--- src/rtl/mihd_pkg.sv ---
// constants for the mic insert and hook detect event block
package mihd_pkg;
   localparam int MIHD_HOOK_SAMPLES    = 10;
   localparam int MIHD_DEBOUNCE_CYCLES = 4;
   localparam int MIHD_SAMPLE_DIV      = 1;
   localparam logic MIHD_FLAG_RST      = 1'b0;
   localparam logic MIHD_PIN_RST       = 1'b0;
   localparam logic MIHD_POL_PRESENT   = 1'b0;
   typedef enum logic [2:0] {
      MIHD_IDLE  = 3'b001,
      MIHD_COUNT = 3'b010,
      MIHD_TAKE  = 3'b100
   } mihd_state_e;
endpackage

--- src/rtl/mihd_detect.sv ---
// mic insertion and hook switch event flags with optional debounce and pin output
//
// How it works
// - With insertion debounce enabled the insertion level is filtered before use.
// - A press counts only after ten consecutive samples above the hook threshold.
// - A release counts only after ten consecutive samples below the hook threshold.
// - With hook debounce enabled the hook level is filtered further before use.
// - The detection results can be shown on a general purpose pin.
// - The pin shows the steady state after the same detection delays.
`timescale 1ns/1ps
module mihd_detect
   import mihd_pkg::*;
#(
   parameter int HOOK_SAMPLES    = MIHD_HOOK_SAMPLES,
   parameter int DEBOUNCE_CYCLES = MIHD_DEBOUNCE_CYCLES,
   parameter int SAMPLE_DIV      = MIHD_SAMPLE_DIV
) (
   input  wire logic core_clk,
   input  wire logic rst_b,
   input  wire logic clk_en,
   input  wire logic insert_raw,
   input  wire logic hook_raw,
   input  wire logic insert_irq_polarity,
   input  wire logic hook_irq_polarity,
   input  wire logic insert_debounce_en,
   input  wire logic hook_debounce_en,
   input  wire logic insert_irq_clear,
   input  wire logic hook_irq_clear,
   input  wire logic gpio_sel_hook,
   output logic      insert_irq_flag,
   output logic      hook_irq_flag,
   output logic      insert_state,
   output logic      hook_state,
   output logic      gpio_out
);
   localparam int CNT_W = 5;
   localparam int DIV_W = 8;

   logic [DIV_W-1:0] div_ff, nxt_div;
   logic             sample_ff, nxt_sample;
   logic             ins_db, hook_q, hook_db;
   logic             ins_lvl, hook_lvl;
   logic             ins_prev_ff, nxt_ins_prev, hook_prev_ff, nxt_hook_prev;
   logic             ins_flag_ff, nxt_ins_flag, hook_flag_ff, nxt_hook_flag;
   logic             gpio_ff, nxt_gpio, ins_st_ff, hook_st_ff;
   logic             ins_hit, hook_hit;

   // sample strobe for the bias current comparators
   always_comb begin
      nxt_div    = div_ff + 1'b1;
      nxt_sample = 1'b0;
      if (div_ff >= DIV_W'(SAMPLE_DIV - 1)) begin
         nxt_div    = '0;
         nxt_sample = 1'b1;
      end
   end

   mihd_filter #(.CNT_W(CNT_W)) u_ins_db (
      .core_clk   (core_clk),
      .rst_b      (rst_b),
      .clk_en     (clk_en),
      .sample_en  (sample_ff),
      .raw_in     (insert_raw),
      .need       (CNT_W'(DEBOUNCE_CYCLES)),
      .stable_out (ins_db)
   );

   mihd_filter #(.CNT_W(CNT_W)) u_hook_q (
      .core_clk   (core_clk),
      .rst_b      (rst_b),
      .clk_en     (clk_en),
      .sample_en  (sample_ff),
      .raw_in     (hook_raw),
      .need       (CNT_W'(HOOK_SAMPLES)),
      .stable_out (hook_q)
   );

   mihd_filter #(.CNT_W(CNT_W)) u_hook_db (
      .core_clk   (core_clk),
      .rst_b      (rst_b),
      .clk_en     (clk_en),
      .sample_en  (sample_ff),
      .raw_in     (hook_q),
      .need       (CNT_W'(DEBOUNCE_CYCLES)),
      .stable_out (hook_db)
   );

   // debounce adds delay, so it is optional per event
   assign ins_lvl  = insert_debounce_en ? ins_db : insert_raw;
   assign hook_lvl = hook_debounce_en ? hook_db : hook_q;

   // edge toward the selected polarity; level trigger would refire after clear
   assign ins_hit  = (ins_lvl != ins_prev_ff) &&
                     (ins_lvl == (insert_irq_polarity == MIHD_POL_PRESENT));
   assign hook_hit = (hook_lvl != hook_prev_ff) &&
                     (hook_lvl == (hook_irq_polarity == MIHD_POL_PRESENT));

   always_comb begin
      nxt_ins_prev  = ins_lvl;
      nxt_hook_prev = hook_lvl;
      // set wins over a clear in the same cycle
      nxt_ins_flag  = ins_hit | (ins_flag_ff & ~insert_irq_clear);
      nxt_hook_flag = hook_hit | (hook_flag_ff & ~hook_irq_clear);
      nxt_gpio      = gpio_sel_hook ? hook_lvl : ins_lvl;
   end

   always_ff @(posedge core_clk or negedge rst_b) begin
      if (!rst_b) begin
         div_ff       <= '0;
         sample_ff    <= 1'b0;
         ins_prev_ff  <= MIHD_PIN_RST;
         hook_prev_ff <= MIHD_PIN_RST;
         ins_flag_ff  <= MIHD_FLAG_RST;
         hook_flag_ff <= MIHD_FLAG_RST;
         gpio_ff      <= MIHD_PIN_RST;
         ins_st_ff    <= MIHD_PIN_RST;
         hook_st_ff   <= MIHD_PIN_RST;
      end else if (clk_en) begin
         div_ff       <= nxt_div;
         sample_ff    <= nxt_sample;
         ins_prev_ff  <= nxt_ins_prev;
         hook_prev_ff <= nxt_hook_prev;
         ins_flag_ff  <= nxt_ins_flag;
         hook_flag_ff <= nxt_hook_flag;
         gpio_ff      <= nxt_gpio;
         ins_st_ff    <= ins_lvl;
         hook_st_ff   <= hook_lvl;
      end
   end

   assign insert_irq_flag = ins_flag_ff;
   assign hook_irq_flag   = hook_flag_ff;
   assign insert_state    = ins_st_ff;
   assign hook_state      = hook_st_ff;
   assign gpio_out        = gpio_ff;
endmodule

--- src/rtl/mihd_filter.sv ---
// qualifier: a raw level must hold for a number of samples before it is accepted
`timescale 1ns/1ps
module mihd_filter
   import mihd_pkg::*;
#(
   parameter int CNT_W = 4
) (
   input  wire logic             core_clk,
   input  wire logic             rst_b,
   input  wire logic             clk_en,
   input  wire logic             sample_en,
   input  wire logic             raw_in,
   input  wire logic [CNT_W-1:0] need,
   output logic                  stable_out
);
   mihd_state_e      state_ff, nxt_state;
   logic [CNT_W-1:0] cnt_ff, nxt_cnt;
   logic             stable_ff, nxt_stable;

   always_comb begin
      nxt_state  = state_ff;
      nxt_cnt    = cnt_ff;
      nxt_stable = stable_ff;
      case (state_ff)
         MIHD_IDLE: begin
            if (sample_en && raw_in != stable_ff) begin
               nxt_cnt   = {{(CNT_W-1){1'b0}}, 1'b1};
               nxt_state = (need <= 1) ? MIHD_TAKE : MIHD_COUNT;
            end
         end
         MIHD_COUNT: begin
            // any sample back at the old level restarts the run
            if (sample_en) begin
               if (raw_in == stable_ff) begin
                  nxt_state = MIHD_IDLE;
               end else begin
                  nxt_cnt = cnt_ff + 1'b1;
                  if (nxt_cnt >= need) begin
                     nxt_state = MIHD_TAKE;
                  end
               end
            end
         end
         MIHD_TAKE: begin
            nxt_stable = ~stable_ff;
            nxt_state  = MIHD_IDLE;
         end
         default: nxt_state = MIHD_IDLE;
      endcase
   end

   always_ff @(posedge core_clk or negedge rst_b) begin
      if (!rst_b) begin
         state_ff  <= MIHD_IDLE;
         cnt_ff    <= '0;
         stable_ff <= MIHD_PIN_RST;
      end else if (clk_en) begin
         state_ff  <= nxt_state;
         cnt_ff    <= nxt_cnt;
         stable_ff <= nxt_stable;
      end
   end

   assign stable_out = stable_ff;
endmodule

--- config.mk ---
export PLATFORM = sky130hd
export DESIGN_NAME = mihd_detect
export DESIGN_NICKNAME = d
export VERILOG_FILES = /design/src/rtl/mihd_pkg.sv /design/src/rtl/mihd_detect.sv /design/src/rtl/mihd_filter.sv
export SDC_FILE = /design/constraint.sdc
export NUM_CORES = 1
export LEC_CHECK = 0
export BUFFER_PORTS_ARGS = -buffer_cell sky130_fd_sc_hd__buf_2
export CORE_MARGIN = 2
export CORE_UTILIZATION = 50
export DETAILED_ROUTE_END_ITERATION = 10
export PLACE_DENSITY_LB_ADDON = 0.25
export SYNTH_ARGS = -nofsm -noshare
export SYNTH_HDL_FRONTEND = slang
export SYNTH_SLANG_ARGS = --single-unit
export TNS_END_PERCENT = 30
--- constraint.sdc ---
create_clock -name core_clk -period 1.44 [get_ports core_clk]
set_input_delay 0.144 -clock core_clk [delete_from_list [all_inputs] [get_ports core_clk]]
set_output_delay 0.144 -clock core_clk [all_outputs]
set_load 0.02 [all_outputs]
* Word level (Yosys, flattened, before mapping)
Cells that the tools add are included.
** Cells by class
- Add/sub/neg operators :: 4
- Order comparisons :: 4
- Bitwise gates (word level) :: 11
- Mux-type cells :: 32
- Equal/unequal tests :: 31
- Reductions and logical operators :: 17
** Operators by type and width (number)
- $mux W5 :: 9
- $mux W3 :: 12
- $pmux W5 S2 :: 3
- $pmux W3 S2 :: 3
- $add A5 B1 Y5 const B :: 3
- $reduce_and A5 Y1 :: 3
- $ne A2 B2 Y1 const B :: 6
- $reduce_and A4 Y1 :: 3
- $ge A5 B3 Y1 const B :: 2
- $eq A3 B1 Y1 const B :: 3
- $eq A3 B2 Y1 const B :: 3
- $eq A3 B3 Y1 const B :: 3
- $ne A3 B1 Y1 const B :: 3
- $add A8 B1 Y8 const B :: 1
- $ge A8 B1 Y1 const B :: 1
- $mux W8 :: 1
- $not A1 Y1 :: 7
- $ne A2 B1 Y1 const B :: 3
- $reduce_and A2 Y1 :: 3
- $reduce_bool A2 Y1 :: 3
- $eq A1 B1 Y1 :: 5
- $ge A5 B4 Y1 const B :: 1
- $logic_and A1 B1 Y1 :: 5
- $ne A1 B1 Y1 :: 5
- other kinds (3) :: 8
** Storage, ports and cells
- Input bits :: 12
- Flip-flop bits (word level) :: 41
- Logic and storage cells :: 115

* Longest topological paths before layout
- Depth after elaboration :: 6
- Depth in mapped cells :: 6
- Gate-level depth less buffers :: 5

* Hierarchy
A second synthesis with hierarchy kept.
** Second synthesis, totals
- Cells, all modules :: 253
- Area total of the unflattened synthesis :: 2262.2 um^2
** By module, submodules not included
- mihd_filter :: area each 658.1 um^2, instances 3, cells an instance 75
- mihd_detect :: area each 287.8 um^2, instances 1, cells an instance 28

* Least setup slack after synthesis
OpenSTA, ideal clock, no wires.
- Path type :: register to register
- Start point :: register sample_ff
- End point :: register u_hook_q.cnt_ff[4]
- Required time :: 1.364 ns
- Path slack :: -0.156 ns
- Buffers on the path :: 2
- Arrival :: 1.519 ns
- Cell stages (with the launch flop) :: 7
- Cells stage by stage :: dfrtp_1 > buf_2 > nand2_1 > or3_1 > buf_2 > o41a_1 > o21ai_1
** Between the ends
- Cells in the longest elaborated chain, start to end :: 3
- Elaborated cells on any way between the ends :: 4
- Classes of those cells :: eq/ne: 2; reduce/logical: 2
** Ends and longest elaborated chain
- from (decl) :: line mihd_detect.sv:40 : logic sample_ff, nxt_sample;
- from (signal assigned) :: line mihd_detect.sv:120 : sample_ff <= nxt_sample;
- $logic_and A1 B1 Y1 :: line mihd_filter.sv:26 : if (sample_en && raw_in != stable_ff) begin
- $ne A2 B1 Y1 (no source line)
- $reduce_and A5 Y1 (no source line) (*)
- to (signal assigned) :: line mihd_filter.sv:59 : cnt_ff <= nxt_cnt;
- to (decl) :: line mihd_filter.sv:17 : logic [CNT_W-1:0] cnt_ff, nxt_cnt;
Mark *: on every way between the ends. The rest lies on a longest branch, timed or not.
A chain may end at the register's enable or synchronous reset.

* Worst setup path after layout
- Start point :: register u_hook_q.stable_ff (netlist: u_hook_q.stable_out)
- End point :: register u_hook_q.cnt_ff[4]
** Between the ends
- Cells in the longest elaborated chain, start to end :: 4
- Elaborated cells on any way between the ends :: 6
- Classes of those cells :: eq/ne: 4; reduce/logical: 2
** Ends and longest elaborated chain
- from (decl) :: line mihd_filter.sv:18 : logic stable_ff, nxt_stable;
- from (signal assigned) :: line mihd_filter.sv:60 : stable_ff <= nxt_stable;
- $ne A1 B1 Y1 :: line mihd_filter.sv:26
- $logic_and A1 B1 Y1 :: line mihd_filter.sv:26
- $ne A2 B1 Y1 (no source line)
- $reduce_and A5 Y1 (no source line) (*)
Marks and branches as above.

==> flow_metrics.env <==
export IMPL_reg2reg_depth=4
export IMPL_avgSynthCellArea_um2=9.34
export IMPL_nFillCells=271
export IMPL_syn_nets=227
export IMPL_dr_pass1_iters=5
export IMPL_gr_total_overflow=0
export IMPL_yosys_area_top_type="dfrtp_1"
export IMPL_cts_sinks=33
export IMPL_hold_slack_ns=0.102
export IMPL_final_cells=320
export IMPL_clock_latency_ns=0.30
export IMPL_hold_viol=0
export IMPL_timing_final_crit_share_pct=105
export IMPL_worst_setup_path_start_kind="flop"
export IMPL_rows=22
export IMPL_die_h_um=66.5
export IMPL_top_level_ports=17
export IMPL_path_max_fanout=7
export IMPL_worst_slew_pin_slew_ns=0.422
export IMPL_finalWorstSetupSlack_ns=-0.0692
export IMPL_vias=1838
export IMPL_clkTransAtPathRegs_ns=0.08
export IMPL_grt_usage_pct=24.2
export IMPL_cts_root_buffer="clkbuf_8"
export IMPL_fin_crit_ns=1.51
export IMPL_drive_above_1_share_pct=39.3
export IMPL_synth_top_area_share_pct=38.5
export IMPL_htreeDepth=2
export IMPL_hp_class="input port to flop"
export IMPL_ys_seq_area_share_pct=42.5
export IMPL_routabilityCongestion=0.807
export IMPL_syn_area_um2=1950
export IMPL_final_common_cell="buf_4"
export IMPL_place_hpwl_um=3130
export IMPL_place_area_um2=2390
export IMPL_grt_max_degree=34
export IMPL_worstPathCellList="xnor2_2, or3_4, o41a_1, o21ai_1"
export IMPL_crit_path_max_incr_delay_ns=0.43
export IMPL_first_iter_violations=143
export IMPL_synth_edf_count=0
export IMPL_worstPathRequired_ns=1.67
export IMPL_r2r_end="u_hook_q.cnt_ff[4]$_DFFE_PN0P_"
export IMPL_ys_seq_elements=33
export IMPL_grt_first_pass_wirelength_um=7980
export IMPL_finalSetupViolations=13
export IMPL_final_cell_area_um2=2740
export IMPL_violations="negative setup slack"
export IMPL_final_cell_mix="buf_4, dfrtp_1, nand2_1"
export IMPL_syn_inst=209
export IMPL_numPortBuffers=16
export IMPL_p_leak_nw=1.21
export IMPL_nNetsFinal=289
export IMPL_ys_flop_type="dfrtp_1"
export IMPL_cp_startpoint="u_hook_q.stable_out$_DFFE_PN0P_"
export IMPL_antenna_found_initial=0
export IMPL_drt_vias_per_instance=5.74
export IMPL_synthTopCellsByArea="dfrtp_1, dfstp_2, ha_1"
export IMPL_yosys_warnings=0
export IMPL_dp_cells=306
export IMPL_crit_arrival_ns=1.74
export IMPL_status="finished with violations"
export IMPL_cts_max_path_buffers=2
export IMPL_drc=0
export IMPL_slew_headroom_pct=71.9
export IMPL_die_w_um=66.5
export IMPL_tritoncts="yes"
export IMPL_coreArea_um2=3720
export IMPL_crit_slowest_cell="dfrtp_1"
export IMPL_drtAntennaViolNets=0
export IMPL_r2r_slack_ns=-0.07
export IMPL_critPathKind="flop to flop"
export IMPL_clock_skew_ns=0.00939
export IMPL_ir_drop_mv=1.29
export IMPL_syn_to_final_growth_pct=40.3
export IMPL_synth_cell_types=53
export IMPL_rsz0062_at_grt="yes"
export IMPL_cp_endpoint="u_hook_q.cnt_ff[4]$_DFFE_PN0P_"
export IMPL_routedWlPerCell_um=16.1
export IMPL_die_area_um2=4420
export IMPL_initial_core_util_pct=52.5
export IMPL_async_flop_share_pct=100
export IMPL_r2r_start="u_hook_q.stable_out$_DFFE_PN0P_"
export IMPL_maxCapViolCount=0
export IMPL_routed_wl_um=5160
export IMPL_final_max_slew_viol_count=0
export IMPL_numCtsBuffers=5
export IMPL_max_freq_mhz=663
export IMPL_setup_worst_path_end_class="flop"
export IMPL_power_density_nw_per_um2=1730
export IMPL_antenna_cells=0
export IMPL_grt_pass1_vias=1725
-- cells by family (layout without fill, tap and decap cells) --
kind of cell / Yosys count / in the layout / share of synthesized area, %
muxes: 5 / 5 / 2.69
adders and majority gates: 6 / 6 / 3.85
buffers and inverters: 19 / 82 / 3.91
AOI/OAI and AO/OA: 59 / 59 / 22.2
and+or+nand+nor: 77 / 77 / 20.4
xor gates and xnor gates: 10 / 10 / 4.49
DFF: 33 / 33 / 42.5
-- cells in the mapped netlist (2+ instances only) --
library cell and number:
dfrtp_1 30, o41a_1 2, nand3_1 9, buf_2 4
xor2_1 3, ha_1 6, nand2_1 20, nor3b_1 2
and3_1 2, nor4_1 5, o41ai_1 3, clkbuf_1 5
a22oi_1 3, nor3_1 9, nand2b_1 4, o221ai_1 2
a22o_1 2, o21ai_0 13, nor2_1 10, a21oi_1 7
xnor2_1 7, a211oi_1 2, o2bb2ai_1 2, mux2i_1 3
o22a_1 2, dfstp_2 3, inv_1 10, or2_2 2
mux2_2 2, nor2b_1 3, o211ai_1 3, or3_1 5
a221o_1 3, a21boi_0 2
-- final cells by class --
class	count	area [um2]	area share, %
tap	48	60.1	2.19
multi-input combinational	157	1240	45.3
clock buffer	7	86.3	3.15
inverter	10	37.5	1.37
clock inverter	1	30.0	1.10
timing repair buffer	64	450	16.5
sequential	33	833	30.4
-- timing repair --
action | 4_1_cts | 5_1_grt
endpoints found under the hold margin | 30 | 0
resized for setup | 11 | 27
setup endpoints to repair | 16 | 24
pin swaps | 3 | 10
buffers inserted | 1 | 5
hold buffers | 1 | 0
-- stage by stage --
stage	utilization, %	power, W	TNS [ns]	worst slack (ns)
5_1_grt	73.7	0.00503	-1.58	-0.147
6_report	73.7	0.00473	-0.429	-0.0692
4_1_cts	69.5	0.00447	-0.362	-0.0652
2_1_floorplan	-	0.00264	-0.460	-0.117
3_5_place_dp	64.2	0.00343	-1.02	-0.146
3_3_place_gp	64.2	0.00338	-0.555	-0.111
-- critical path: cells and delay by family (launching register included) --
family          cells  cell delay (ns)
simple gates        1             0.41
compound gates      2             0.45
flops               1             0.43
xor+xnor            1             0.16
-- power by group --
group | internal [W] | switching, W | leakage, nW
combinational | 0.00110 | 0.00112 | 0.738
sequential | 0.00123 | 0.000353 | 0.413
clock | 0.000564 | 0.000358 | 0.0585
total | 0.00290 | 0.00183 | 1.21
-- state kept, by name (all words and copies together) (netlist names), 3 cells and up --
register,cells
u_hook_db.state_ff,3
u_ins_db.state_ff,3
u_hook_q.state_ff,3
u_hook_q.cnt_ff,5
u_hook_db.cnt_ff,5
u_ins_db.cnt_ff,5
-- routing by layer --
| layer | global-route usage (%) | wire (um) | vias to the layer above |
|---|---|---|---|
| met3 | 6.08 | 180 | 9 |
| met4 | 9.95 | 97 | 0 |
| met5 | 0 | 0 | - |
| met2 | 37.4 | 2580 | 46 |
| li1 | - | - | 898 |
| met1 | 32.4 | 2300 | 885 |
-- worst min-delay path by stage --
stage               cells after the start              from                              to
finish                                  4  insert_irq_clear     insert_irq_flag$_DFFE_PN0P_
global route                            4    hook_irq_clear       hook_irq_flag$_DFFE_PN0P_
CTS                                     4  insert_irq_clear     insert_irq_flag$_DFFE_PN0P_
detailed placement                      2             rst_b  u_hook_q.cnt_ff[1]$_DFFE_PN0P_
global placement                        2             rst_b  u_hook_q.cnt_ff[4]$_DFFE_PN0P_
floorplan                               0             rst_b            gpio_out$_DFFE_PN0P_
Note: power is estimated with default switching activity, not from simulation.
